## src/ack_policy_defs.vh

```
// register offsets, field positions, codes and reset values for the ack policy block
// What this block does
// - self-id iso output only when enable set and master-select pin low
// - low two busy-control bits choose dual-phase, busy A, busy B or busy X
// - outside single-packet mode, busy-control top bit clear: busy only on full buffer; set: busy always
// - single-packet mode with a stored packet forces busy for later packets until the release write
// - held flag set on entering single-packet state, cleared by release write
// - release bit clears itself after software writes one
// - write request gets complete or pending by split-write bit, busy if full
// - read/lock requests get pending or busy; responses complete or busy
// - core type error answered type error or address error by select bit
// - retry enable allows automatic busy retries using busy-timeout limits
// - retries spaced by interval field in 125 us cycles; zero retries at once
// - host ack code field uses the documented four-bit ack encoding
// - host ack code loaded when busy flag drops, held until next drop
// - host ack result two-bit: normal, parity error, lost
// - retry-exhausted set when count or time reaches its limit, held until next packet
// - internal-csr packets never update host ack result or exhausted bit
// - internal fifo ack code captured in its own four-bit field
// - host busy flag drops only after ack stored and retries finished
`ifndef ACK_POLICY_DEFS_VH
`define ACK_POLICY_DEFS_VH
`define OFF_PKT_CTRL 12'h010
`define OFF_DIAG 12'h014
`define PKT_CTRL_RESET 32'h0000_5000
`define CTRL_WR_MASK 32'h00ff_7f80
`define RETRY_INT_RESET 8'h01
`define B_SELFID_OUT 7
`define B_BUSY_LO 8
`define B_BUSY_HI 10
`define B_ONE_PKT 11
`define B_SPLIT_WR 12
`define B_ADDR_ERR 13
`define B_RETRY_EN 14
`define B_RINT_LO 16
`define B_RINT_HI 23
`define B_REL 0
`define B_HELD 4
`define ACK_NONE 4'h0
`define ACK_COMPLETE 4'h1
`define ACK_PENDING 4'h2
`define ACK_BUSY_X 4'h4
`define ACK_BUSY_A 4'h5
`define ACK_BUSY_B 4'h6
`define ACK_DATA_ERR 4'hd
`define ACK_TYPE_ERR 4'he
`define ACK_ADDR_ERR 4'hf
`define ST_NORMAL 2'h0
`define ST_PARITY 2'h1
`define ST_LOST 2'h2
`define TC_WR_REQ 4'h0
`define TC_WR_REQ_BLK 4'h1
`define TC_WR_RESP 4'h2
`define TC_RD_REQ 4'h4
`define TC_RD_REQ_BLK 4'h5
`define TC_RD_RESP 4'h6
`define TC_RD_RESP_BLK 4'h7
`define TC_LOCK_REQ 4'h9
`define TC_LOCK_RESP 4'hb
`define ISO_CYCLE_NS 125000
`define CLK_PERIOD_NS 100
`endif

```

## src/ack_policy.v

```verilog
// ack policy, transmit retry and ack diagnostics register bank
//
// The APB register port was chosen for this implementation.
`timescale 1ns/1ps
`default_nettype none
`include "ack_policy_defs.vh"
module ack_policy #(
    parameter CYCLE_CLKS = `ISO_CYCLE_NS / `CLK_PERIOD_NS
) (
    input wire clk,
    input wire nrst,
    input wire ce,
    input wire psel,
    input wire penable,
    input wire pwrite,
    input wire [11:0] paddr,
    input wire [31:0] pwdata,
    output reg [31:0] prdata,
    output wire pready,
    output wire pslverr,
    input wire master_sel_n,
    input wire selfid_valid,
    output reg selfid_iso_out,
    input wire rx_req,
    input wire [3:0] rx_tcode,
    input wire rx_csr_type_err,
    input wire rx_buf_full,
    input wire rx_stored,
    output reg rx_ack_valid,
    output reg [3:0] rx_ack_code,
    output reg [1:0] rx_busy_phase,
    input wire [3:0] busy_retry_limit,
    input wire [11:0] busy_time_limit,
    input wire tx_go,
    input wire tx_internal,
    output reg tx_send,
    input wire tx_ack_valid,
    input wire [3:0] tx_ack_in,
    input wire tx_ack_parity_err,
    input wire tx_ack_timeout,
    input wire txi_ack_valid,
    input wire [3:0] txi_ack_in,
    input wire txi_ack_parity_err,
    input wire txi_ack_timeout
);
    localparam S_IDLE = 2'h0;
    localparam S_WAIT = 2'h1;
    localparam S_SPACE = 2'h2;
    reg [31:0] ctrl_q;
    reg single_packet_held_q;
    reg single_packet_release_q;
    reg [3:0] host_tx_ack_code_q;
    reg [1:0] host_tx_ack_result_q;
    reg host_tx_retry_exhausted_q;
    reg [3:0] internal_tx_ack_code_q;
    reg [1:0] internal_tx_ack_result_q;
    reg host_tx_busy_q;
    reg internal_busy_q;
    reg [1:0] st_q;
    reg [3:0] retry_cnt_q;
    reg [11:0] retry_time_q;
    reg [7:0] space_cnt_q;
    reg [15:0] cyc_div_q;
    reg msel_s1_q, msel_s2_q;
    reg dual_phase_q;
    wire [2:0] busy_ack_select = ctrl_q[`B_BUSY_HI:`B_BUSY_LO];
    wire single_packet_receive_mode = ctrl_q[`B_ONE_PKT];
    wire split_write_ack = ctrl_q[`B_SPLIT_WR];
    wire addr_error_ack_select = ctrl_q[`B_ADDR_ERR];
    wire auto_retry_enable = ctrl_q[`B_RETRY_EN];
    wire [7:0] retry_spacing_cycles = ctrl_q[`B_RINT_HI:`B_RINT_LO];
    wire wr_en = psel & penable & pwrite;
    wire sel_ctrl = (paddr == `OFF_PKT_CTRL);
    wire sel_diag = (paddr == `OFF_DIAG);
    assign pready = 1'b1;
    assign pslverr = psel & penable & ~sel_ctrl & ~sel_diag;
    wire cyc_tick = (cyc_div_q == CYCLE_CLKS - 1);
    ////////////////////////////////////////////////////////////
    // register reads
    always @* begin
        if (sel_ctrl) begin
            prdata = ctrl_q;
        end else if (sel_diag) begin
            // bits 23:22 stay zero: the internal fifo keeps no retry result here
            prdata = {6'h00, internal_busy_q, host_tx_busy_q, 2'h0, internal_tx_ack_result_q,
                      internal_tx_ack_code_q, host_tx_retry_exhausted_q, 1'b0, host_tx_ack_result_q,
                      host_tx_ack_code_q, 3'h0, single_packet_held_q, 3'h0, single_packet_release_q};
        end else begin
            prdata = 32'h0000_0000;
        end
    end
    ////////////////////////////////////////////////////////////
    // master-select pin comes from outside
    always @(posedge clk or negedge nrst) begin
        if (!nrst) begin
            msel_s1_q <= 1'b1;
            msel_s2_q <= 1'b1;
        end else if (ce) begin
            msel_s1_q <= master_sel_n;
            msel_s2_q <= msel_s1_q;
        end
    end
    ////////////////////////////////////////////////////////////
    // receive ack selection
    reg [3:0] busy_code;
    reg [3:0] ack_d;
    reg busy_now;
    reg is_req_nonwrite;
    reg is_write_req;
    always @* begin
        case (busy_ack_select[1:0])
            2'h0: busy_code = dual_phase_q ? `ACK_BUSY_B : `ACK_BUSY_A;
            2'h1: busy_code = `ACK_BUSY_A;
            2'h2: busy_code = `ACK_BUSY_B;
            default: busy_code = `ACK_BUSY_X;
        endcase
        busy_now = busy_ack_select[2] | rx_buf_full;
        if (single_packet_receive_mode) begin
            busy_now = single_packet_held_q | rx_buf_full;
        end
        is_write_req = (rx_tcode == `TC_WR_REQ) | (rx_tcode == `TC_WR_REQ_BLK);
        is_req_nonwrite = (rx_tcode == `TC_RD_REQ) | (rx_tcode == `TC_RD_REQ_BLK) |
                          (rx_tcode == `TC_LOCK_REQ);
        if (busy_now) begin
            ack_d = busy_code;
        end else if (rx_csr_type_err) begin
            ack_d = addr_error_ack_select ? `ACK_ADDR_ERR : `ACK_TYPE_ERR;
        end else if (is_write_req) begin
            ack_d = split_write_ack ? `ACK_PENDING : `ACK_COMPLETE;
        end else if (is_req_nonwrite) begin
            ack_d = `ACK_PENDING;
        end else begin
            ack_d = `ACK_COMPLETE;
        end
    end
    always @(posedge clk or negedge nrst) begin
        if (!nrst) begin
            rx_ack_valid <= 1'b0;
            rx_ack_code <= `ACK_NONE;
            rx_busy_phase <= 2'h0;
            dual_phase_q <= 1'b0;
            selfid_iso_out <= 1'b0;
        end else if (ce) begin
            rx_ack_valid <= rx_req;
            selfid_iso_out <= selfid_valid & ctrl_q[`B_SELFID_OUT] & ~msel_s2_q;
            if (rx_req) begin
                rx_ack_code <= ack_d;
                rx_busy_phase <= {1'b0, dual_phase_q};
            end
            // dual-phase alternates phases once per iso cycle
            if (cyc_tick) begin
                dual_phase_q <= ~dual_phase_q;
            end
        end
    end
    ////////////////////////////////////////////////////////////
    // control register and single-packet state
    always @(posedge clk or negedge nrst) begin
        if (!nrst) begin
            ctrl_q <= `PKT_CTRL_RESET | ({24'h0, `RETRY_INT_RESET} << `B_RINT_LO);
            single_packet_held_q <= 1'b0;
            single_packet_release_q <= 1'b0;
        end else if (ce) begin
            if (wr_en && sel_ctrl) begin
                ctrl_q <= pwdata & `CTRL_WR_MASK;
            end
            single_packet_release_q <= wr_en & sel_diag & pwdata[`B_REL];
            // a new store wins over the release
            if (single_packet_receive_mode && rx_stored) begin
                single_packet_held_q <= 1'b1;
            end else if (single_packet_release_q) begin
                single_packet_held_q <= 1'b0;
            end
        end
    end
    ////////////////////////////////////////////////////////////
    // host transmit with automatic retry
    wire ack_is_busy = (tx_ack_in == `ACK_BUSY_X) | (tx_ack_in == `ACK_BUSY_A) | (tx_ack_in == `ACK_BUSY_B);
    wire limits_hit = (retry_cnt_q >= busy_retry_limit) | (retry_time_q >= busy_time_limit);
    wire [3:0] host_code_in = tx_ack_timeout ? `ACK_NONE : tx_ack_in;
    wire [1:0] host_res_in = tx_ack_timeout ? `ST_LOST : (tx_ack_parity_err ? `ST_PARITY : `ST_NORMAL);
    always @(posedge clk or negedge nrst) begin
        if (!nrst) begin
            st_q <= S_IDLE;
            host_tx_busy_q <= 1'b0;
            tx_send <= 1'b0;
            host_tx_ack_code_q <= `ACK_NONE;
            host_tx_ack_result_q <= `ST_NORMAL;
            host_tx_retry_exhausted_q <= 1'b0;
            retry_cnt_q <= 4'h0;
            retry_time_q <= 12'h000;
            space_cnt_q <= 8'h00;
            cyc_div_q <= 16'h0000;
        end else if (ce) begin
            tx_send <= 1'b0;
            cyc_div_q <= cyc_tick ? 16'h0000 : cyc_div_q + 16'h0001;
            if (st_q != S_IDLE && cyc_tick && retry_time_q != 12'hfff) begin
                retry_time_q <= retry_time_q + 12'h001;
            end
            case (st_q)
                S_IDLE: begin
                    // go while busy is ignored; internal packets bypass the host flags
                    if (tx_go && !tx_internal) begin
                        host_tx_busy_q <= 1'b1;
                        host_tx_retry_exhausted_q <= 1'b0;
                        retry_cnt_q <= 4'h0;
                        retry_time_q <= 12'h000;
                        tx_send <= 1'b1;
                        st_q <= S_WAIT;
                    end
                end
                S_WAIT: begin
                    if (tx_ack_valid || tx_ack_timeout) begin
                        if (!tx_ack_timeout && ack_is_busy && auto_retry_enable && !limits_hit) begin
                            retry_cnt_q <= retry_cnt_q + 4'h1;
                            space_cnt_q <= retry_spacing_cycles;
                            st_q <= S_SPACE;
                        end else begin
                            host_tx_ack_code_q <= host_code_in;
                            host_tx_ack_result_q <= host_res_in;
                            host_tx_retry_exhausted_q <= !tx_ack_timeout && ack_is_busy &&
                                                         auto_retry_enable && limits_hit;
                            host_tx_busy_q <= 1'b0;
                            st_q <= S_IDLE;
                        end
                    end
                end
                S_SPACE: begin
                    if (space_cnt_q == 8'h00) begin
                        tx_send <= 1'b1;
                        st_q <= S_WAIT;
                    end else if (cyc_tick) begin
                        space_cnt_q <= space_cnt_q - 8'h01;
                    end
                end
                default: st_q <= S_IDLE;
            endcase
        end
    end
    ////////////////////////////////////////////////////////////
    // internal fifo ack capture
    always @(posedge clk or negedge nrst) begin
        if (!nrst) begin
            internal_tx_ack_code_q <= `ACK_NONE;
            internal_tx_ack_result_q <= `ST_NORMAL;
            internal_busy_q <= 1'b0;
        end else if (ce) begin
            if (tx_go && tx_internal) begin
                internal_busy_q <= 1'b1;
            end else if (txi_ack_valid || txi_ack_timeout) begin
                internal_busy_q <= 1'b0;
                internal_tx_ack_code_q <= txi_ack_timeout ? `ACK_NONE : txi_ack_in;
                internal_tx_ack_result_q <= txi_ack_timeout ? `ST_LOST :
                                            (txi_ack_parity_err ? `ST_PARITY : `ST_NORMAL);
            end
        end
    end
endmodule
`default_nettype wire

```

## config.mk

```make
export PLATFORM = sky130hd
export DESIGN_NAME = ack_policy
export DESIGN_NICKNAME = d
export VERILOG_FILES = /design/src/ack_policy.v
export VERILOG_INCLUDE_DIRS = /design/src
export SDC_FILE = /design/constraint.sdc
export NUM_CORES = 1
export LEC_CHECK = 0
export BUFFER_PORTS_ARGS = -buffer_cell sky130_fd_sc_hd__buf_2
export CORE_ASPECT_RATIO = 0.9
export CORE_MARGIN = 8
export CORE_UTILIZATION = 58
export DETAILED_ROUTE_END_ITERATION = 8
export PLACE_DENSITY = 0.95
export SYNTH_ARGS = -nofsm -noshare
export SYNTH_HDL_FRONTEND = slang
export SYNTH_SLANG_ARGS = --single-unit
```

## constraint.sdc

```tcl
create_clock -name clk -period 5.7 [get_ports clk]
set_clock_uncertainty 0.2 [all_clocks]
set_input_delay 0 -clock clk [delete_from_list [all_inputs] [get_ports clk]]
set_output_delay 0 -clock clk [all_outputs]
set_load 0.01 [all_outputs]
```

==> run_results.csv, run 1 <==
group,metric,value,unit
place,placement.io_buffers,106,
critical_path,critical_path_arrival,3.32,ns
worst_hold_path,min_to,"rx_ack_code[1]$_DFFE_PN0P_",
floorplan,die_height,104.7,um
worst_hold_path,min_path_cells,6,
route,post-route-drc-count,0,
floorplan,placeableCoreArea,0.008528,sq mm
timing,grt_setup_unrepaired,"no",
cells_and_area,fin_area,0.006410,sq mm
pwr,p_total,1.642,mW
global_routing,first_global_vias,5215,
pwr,standby_leakage_power,3.126,nW
global_routing,global_route.overflow_total,0,
floorplan,rows,32,
global_routing,use_met2,47.96,%
route,drtAntennaViolNets,0,
synthesis,synth.cell_area,0.005074,sq mm
global_routing,grt_pass1_wl,27010,um
route,num_vias,4932,
critical_path,r2r_end,"host_tx_ack_code_q[1]$_DFFE_PN0P_",
clock_tree,cts.repair.resized,0,
cells_and_area,finish.cell_count_without_fillers,809,
timing,layout_min_cycle_time,3.211,ns
critical_path,crit_fanout,28,
worst_hold_path,hold_path_startpoint,"rx_tcode[0]",
timing,timing.final.hold_violations,0,
status,outcome,"finished, final reports clean",
pwr,power_per_cell_area,256.1,mW/mm^2
synthesis,synth-edff-count,0,
timing,slew_headroom,28.06,%
critical_path,req_time_crit_path,5.81,ns
global_routing,global_route.peak_usage_layer,"met2",
synthesis,synth.yosys.warnings,0,
global_routing,use_met1,30.11,%
cells_and_area,drive_above_1_share,23.00,%
floorplan,die_w,114.6,um
floorplan,design.die.area,0.01200,sq mm
clock_tree,numCtsBuffers,9,
synthesis,synth.most_common_cell,"sky130_fd_sc_hd__dfrtp_1",
cells_and_area,num-fill-cells,519,
cells_and_area,multiInputGateArea,0.002604,sq mm
synthesis,postSynth.asyncResetShare,100.0,%
synthesis,synth_commonest_cells,"sky130_fd_sc_hd__dfrtp_1, sky130_fd_sc_hd__nand2_1, sky130_fd_sc_hd__nor2_1, sky130_fd_sc_hd__inv_1, sky130_fd_sc_hd__o21ai_0",
synthesis,synth.avg_cell_area,9.591,sq um
synthesis,synth_cells,529,
timing,layout_worst_path_cycle_share,56.34,%
flow_run,count_of_maximum_capacitance_violations,0,
critical_path,logic_depth_of_the_worst_register_to_register_path,9,
global_routing,globalRouteTotalUtil,28.54,%
timing,finalSetupTns,0,ns
critical_path,crit_type,"in2reg",
place,place.detailed.instances,728,
synthesis,register_bit_count_reported_by_yosys,86,
floorplan,start_util,59.49,%
clock_tree,clkLatencyLatePin,0.38,ns
clock_tree,postCtsSetupBuffers,0,
synthesis,synth-seq-area-share,42.54,%
timing,tightest_slew,1.079,ns
route,route.final.wire_length,16510,um
global_routing,grt_antenna_before_repair,2,
timing,fmaxAchievable,311.4,MHz
critical_path,r2r_start,"retry_cnt_q[0]$_DFFE_PN0P_",
route,via_per_inst,6.096,
route,routedWlPerCell,20.41,um
synthesis,synthDominantCellAreaShare,39.95,%
cells_and_area,register_area,0.002158,sq mm
critical_path,worstSetupStartpointType,"input pin",
timing,holdWs,0.08328,ns
clock_tree,clock-sinks,86,
clock_tree,cts_htree_levels,3,
critical_path,ff2ff_setup_slack,2.65,ns
synthesis,synth.area.top_cells,"sky130_fd_sc_hd__dfrtp_1, sky130_fd_sc_hd__ha_1, sky130_fd_sc_hd__mux2_2",
clock_tree,hold_buffers,62,
place,hpwl,9409,um
worst_hold_path,hold_class,"in2reg",
synthesis,yosys_most_used_dff,"sky130_fd_sc_hd__dfrtp_1",
route,drt_pass1_iterations,6,
clock_tree,cts-root-to-sink-buffers,2,
place,gp_congestion,0.8355,
timing,setup_viol,0,
global_routing,grt_max_degree,87,
synthesis,synthDistinctLibCells,63,
clock_tree,clk_pin_slew,0.09,ns
global_routing,global_route.usage.met3,9.724,%
synthesis,synth_top_cell_by_area,"sky130_fd_sc_hd__dfrtp_1",
place,placed_area,0.005575,sq mm
route,detailedRoute.firstIterationViolations,425,
timing,report.final.slew_viol_count,0,
clock_tree,root_buffer_cell,"sky130_fd_sc_hd__clkbuf_8",
pwr,worst_ir_drop_vdd,196.9,uV
critical_path,setup.worst_path.end_class,"flip-flop",
cells_and_area,nets,795,
floorplan,num_io_pins,135,
clock_tree,clock_tree_from_tritoncts,"built",
cells_and_area,areaGrowthSynthToFinish,26.34,%
[logic make-up after synthesis]
| kind of cell | after synthesis | share of synthesized area, % |
|---|---|---|
| multiplexers | 33 | 6.979 |
| flip-flops | 86 | 42.54 |
| buffers and inverters | 72 | 6.954 |
| adder cells (fa/ha/maj) | 21 | 5.179 |
| other | 2 | 0.1480 |
| AND/OR/NAND/NOR | 187 | 19.14 |
| AO/OA/AOI/OAI | 105 | 15.09 |
| XOR/XNOR | 23 | 3.970 |
[area by class of cell]
| class | instances | share of cell area (%) |
|---|---|---|
| Inverter | 35 | 2.050 |
| Tap cell | 119 | 2.323 |
| Sequential cell | 86 | 33.67 |
| Clock buffer | 10 | 2.147 |
| Antenna cell | 3 | 0.1171 |
| Multi-Input combinational cell | 382 | 40.62 |
| Clock inverter | 6 | 1.074 |
| Timing Repair Buffer | 168 | 18.00 |
[worst max path at each step]
stage / startpoint / to / slack [ns] / cells past startpoint
final: ce / internal_tx_ack_code_q[0]$_DFFE_PN0P_ / 2.49 / 8
after global routing: ce / internal_tx_ack_code_q[0]$_DFFE_PN0P_ / 2.32 / 8
after CTS: ce / internal_tx_ack_code_q[0]$_DFFE_PN0P_ / 2.67 / 8
after detailed placement: paddr[1] / ctrl_q[10]$_DFFE_PN0P_ / 2.88 / 6
after global placement: paddr[1] / ctrl_q[17]$_DFFE_PN0P_ / 2.97 / 6
after floorplan: retry_time_q[2]$_DFFE_PN0P_ / retry_cnt_q[0]$_DFFE_PN0P_ / 3.43 / 8
[per-layer routing]
metal | routed length (um) | vias up
li1 | - | 2159
met1 | 5652 | 2329
met2 | 8249 | 333
met3 | 1557 | 111
met4 | 1052 | 0
met5 | 0 | -
[power by group]
| group | internal (mW) | switching (mW) |
|---|---|---|
| Clock | 0.217 | 0.236 |
| Sequential | 0.682 | 0.0957 |
| Combinational | 0.187 | 0.224 |
| Total | 1.09 | 0.556 |
[per-stage QoR]
stage / worst slack [ns] / utilization [%]
6_report: 2.489 / 75.16
5_1_grt: 2.319 / 75.13
4_1_cts: 2.671 / 75.07
3_5_place_dp: 2.876 / 65.38
3_3_place_gp: 2.970 / 65.38
2_1_floorplan: 3.429 / -
[critical path, cell delays in order]
cell and delay (ns):
sky130_fd_sc_hd__dlygate4sd3_1 0.53, sky130_fd_sc_hd__buf_2 0.47, sky130_fd_sc_hd__o21ai_0 0.24, sky130_fd_sc_hd__a21oi_1 0.63
sky130_fd_sc_hd__nand3b_1 0.17, sky130_fd_sc_hd__dlygate4sd3_1 0.61, sky130_fd_sc_hd__o21ai_0 0.08, sky130_fd_sc_hd__dlygate4sd3_1 0.58
[registers in the layout, summed over array words and instances, names as in the netlist, 4 cells and up]
register                count
ctrl_q                     16
cyc_div_q                  16
retry_time_q               12
space_cnt_q                 8
host_tx_ack_code_q          4
internal_tx_ack_code_q      4
retry_cnt_q                 4
rx_ack_code                 4
[cells in the final DEF (no fill, tap or decap), types with 18 or more instances in the layout]
| cell type | instances |
|---|---|
| sky130_fd_sc_hd__nor2_1 | 43 |
| sky130_fd_sc_hd__xnor2_1 | 18 |
| sky130_fd_sc_hd__o21ai_0 | 22 |
| sky130_fd_sc_hd__dfrtp_1 | 81 |
| sky130_fd_sc_hd__a21oi_1 | 20 |
| sky130_fd_sc_hd__buf_2 | 105 |
| sky130_fd_sc_hd__inv_1 | 34 |
| sky130_fd_sc_hd__ha_1 | 21 |
| sky130_fd_sc_hd__mux2_2 | 19 |
| sky130_fd_sc_hd__nand2_1 | 43 |
| sky130_fd_sc_hd__dlygate4sd3_1 | 62 |
No activity file was read; power rests on OpenSTA's default activity.
==> inputs of run 2 (changes only) <==
--- a/config.mk
+++ b/config.mk
@@ -9,9 +9,9 @@
 export BUFFER_PORTS_ARGS = -buffer_cell sky130_fd_sc_hd__buf_2
 export CORE_ASPECT_RATIO = 0.9
 export CORE_MARGIN = 8
-export CORE_UTILIZATION = 58
+export CORE_UTILIZATION = 53
 export DETAILED_ROUTE_END_ITERATION = 8
-export PLACE_DENSITY = 0.95
+export PLACE_DENSITY = 0.91
 export SYNTH_ARGS = -nofsm -noshare
 export SYNTH_HDL_FRONTEND = slang
 export SYNTH_SLANG_ARGS = --single-unit
==> constraint.sdc (replaced) <==
create_clock -name clk -period 2.97 [get_ports clk]
set_clock_uncertainty 0.2 [all_clocks]
set_input_delay 0 -clock clk [delete_from_list [all_inputs] [get_ports clk]]
set_output_delay 0 -clock clk [all_outputs]
set_load 0.01 [all_outputs]
==> run 2 against run 1 <==
Worst hold slack better by 0.0050 ns. Critical path depth fell by 1. Setup slack got worse by 2.5 ns. Final cell count grew 1.5%. Clock-buffer cell count stayed put. Register-to-register slack lost 2.6 ns. Die area up 8.0%. Sequential share of layout area is 0.40 points lower. Non-clock buffer count up 8. Clock power is 79% higher.
==> run_results.csv, run 2 (synthesized netlist as in run 1, its figures left out) <==
group,metric,value,unit
status,outcome,"finished, final reports clean",
route,route.final.wire_length,15400,um
floorplan,design.die.area,0.01296,sq mm
route,detailedRoute.firstIterationViolations,520,
route,drtAntennaViolNets,0,
pwr,p_comb_share,25.6,%
floorplan,placeableCoreArea,0.009487,sq mm
critical_path,worstSetupStartpointType,"flip-flop",
global_routing,grt_pass1_wl,24290,um
global_routing,first_global_vias,5051,
place,gp_congestion,0.8403,
floorplan,start_util,53.48,%
floorplan,num_io_pins,135,
critical_path,logic_depth_of_the_worst_register_to_register_path,7,
pwr,standby_leakage_power,3.164,nW
place,place.detailed.instances,741,
pwr,power_per_cell_area,475.6,mW/mm^2
place,placement.io_buffers,106,
cells_and_area,final_common_cell,"sky130_fd_sc_hd__buf_2",
critical_path,crit_fanout,15,
critical_path,ff2ff_setup_slack,0.03,ns
pwr,worst_ir_drop_vdd,337.4,uV
critical_path,crit_type,"reg2reg",
floorplan,die_height,108.8,um
place,placed_area,0.005629,sq mm
timing,layout_worst_path_cycle_share,99.03,%
global_routing,grt_antenna_before_repair,0,
timing,finalSetupTns,0,ns
place,dpl_worst_slack,0.4109,ns
floorplan,die_w,119.1,um
critical_path,critical_path_arrival,3.03,ns
clock_tree,clock-sinks,86,
route,drt_pass1_iterations,6,
critical_path,setup.worst_path.end_class,"flip-flop",
cells_and_area,drive_above_1_share,24.60,%
cells_and_area,finish.cell_count_without_fillers,821,
cells_and_area,final_core_utilization,68.41,%
clock_tree,cts-root-to-sink-buffers,2,
timing,tightest_slew,1.090,ns
route,post-route-drc-count,0,
timing,layout_setup_ws,0.02893,ns
floorplan,rows,34,
pwr,total_switching_power,1.058,mW
critical_path,setup_crit_start,"st_q[1]$_DFFE_PN0P_",
clock_tree,cts_htree_levels,3,
clock_tree,root_buffer_cell,"sky130_fd_sc_hd__clkbuf_8",
pwr,share_clk_of_total_power,26.3,%
route,num_vias,4873,
global_routing,globalRouteTotalUtil,22.93,%
global_routing,global_route.overflow_total,0,
route,routedWlPerCell,18.76,um
route,via_per_inst,5.935,
critical_path,r2r_start,"st_q[1]$_DFFE_PN0P_",
clock_tree,clk_pin_slew,0.10,ns
critical_path,crit_end,"host_tx_ack_code_q[1]$_DFFE_PN0P_",
global_routing,grt_max_degree,87,
timing,setup_viol,0,
timing,fmaxAchievable,340.0,MHz
timing,timing.final.hold_violations,0,
cells_and_area,commonest_non_fill_non_tap_cells_in_the_layout,"sky130_fd_sc_hd__buf_2, sky130_fd_sc_hd__dfrtp_1, sky130_fd_sc_hd__dlygate4sd3_1",
pwr,power_frac_seq,48.0,%
timing,holdWs,0.08832,ns
clock_tree,clkLatencyLatePin,0.37,ns
cells_and_area,antennaDiodeCount,0,
timing,report.final.slew_viol_count,0,
cells_and_area,largestRegisters,"ctrl_q x16, cyc_div_q x16, retry_time_q x12",
cells_and_area,num-fill-cells,617,
critical_path,r2r_end,"host_tx_ack_code_q[1]$_DFFE_PN0P_",
cells_and_area,areaGrowthSynthToFinish,27.92,%
clock_tree,numCtsBuffers,9,
timing,layout_min_cycle_time,2.941,ns
cells_and_area,fin_area,0.006490,sq mm
worst_hold_path,hold_class,"in2reg",
pwr,netSwitchingFraction,34.28,%
timing,slew_headroom,27.35,%
place,hpwl,9699,um
cells_and_area,nets,803,
pwr,p_total,3.086,mW
critical_path,req_time_crit_path,3.06,ns
flow_run,count_of_maximum_capacitance_violations,0,
clock_tree,clock_tree_from_tritoncts,"built",
pwr,internal-power,2.028,mW
run 2: how the worst min path moves through the flow:
stage,from,endpoint,slack (ns),cells after the start
final,rx_tcode[0],rx_ack_code[1]$_DFFE_PN0P_,0.09,6
after global routing,rx_tcode[0],rx_ack_code[1]$_DFFE_PN0P_,0.13,6
after CTS,rx_tcode[0],rx_ack_code[1]$_DFFE_PN0P_,0.05,6
after detailed placement,pwdata[8],ctrl_q[8]$_DFFE_PN0P_,0.01,3
after global placement,pwdata[8],ctrl_q[8]$_DFFE_PN0P_,0.008,3
after floorplan,nrst,ctrl_q[10]$_DFFE_PN0P_,-0.50,0
run 2: cell type report:
class                      count  area [sq um]  share of cell area (%)
clock buffer                  10         137.6                   2.121
inverter                      35         131.4                   2.024
clock inverter                 6         53.80                  0.8290
multi-input combinational    382          2634                   40.58
tap                          126         157.7                   2.429
sequential                    86          2160                   33.28
timing repair buffer         176          1216                   18.74
run 2: worst max-delay path: stages (launching register included):
cell and delay, ns:
sky130_fd_sc_hd__dfrtp_1 0.55, sky130_fd_sc_hd__and2b_2 0.37, sky130_fd_sc_hd__nand2_1 0.19, sky130_fd_sc_hd__or2_2 0.37, sky130_fd_sc_hd__o22ai_4 0.27, sky130_fd_sc_hd__a31oi_1 0.14
sky130_fd_sc_hd__dlygate4sd3_1 0.59, sky130_fd_sc_hd__o2bb2ai_1 0.19
run 2: per-layer routing:
metal / wire [um] / track usage, %
met1: 5502 / 25.32
met2: 7809 / 39.12
met3: 1295 / 5.901
met4: 796 / 15.06
met5: 0 / 0
run 2: power by group through the flow:
stage | Combinational (mW) | Clock [mW] | Sequential (mW)
2_1_floorplan | 0.471 | 0 | 1.43
3_3_place_gp | 0.594 | 0 | 1.48
3_5_place_dp | 0.645 | 0 | 1.49
4_1_cts | 0.738 | 0.818 | 1.46
5_1_grt | 0.862 | 0.873 | 1.50
6_report | 0.792 | 0.812 | 1.48
run 2: what timing repair did:
| item | CTS | global route |
|---|---|---|
| hold endpoints to repair | 128 | 0 |
| buffers inserted | 0 | 2 |
| hold buffers | 62 | 0 |
| endpoints found under the setup margin | 0 | 5 |
| resized for setup | 0 | 8 |
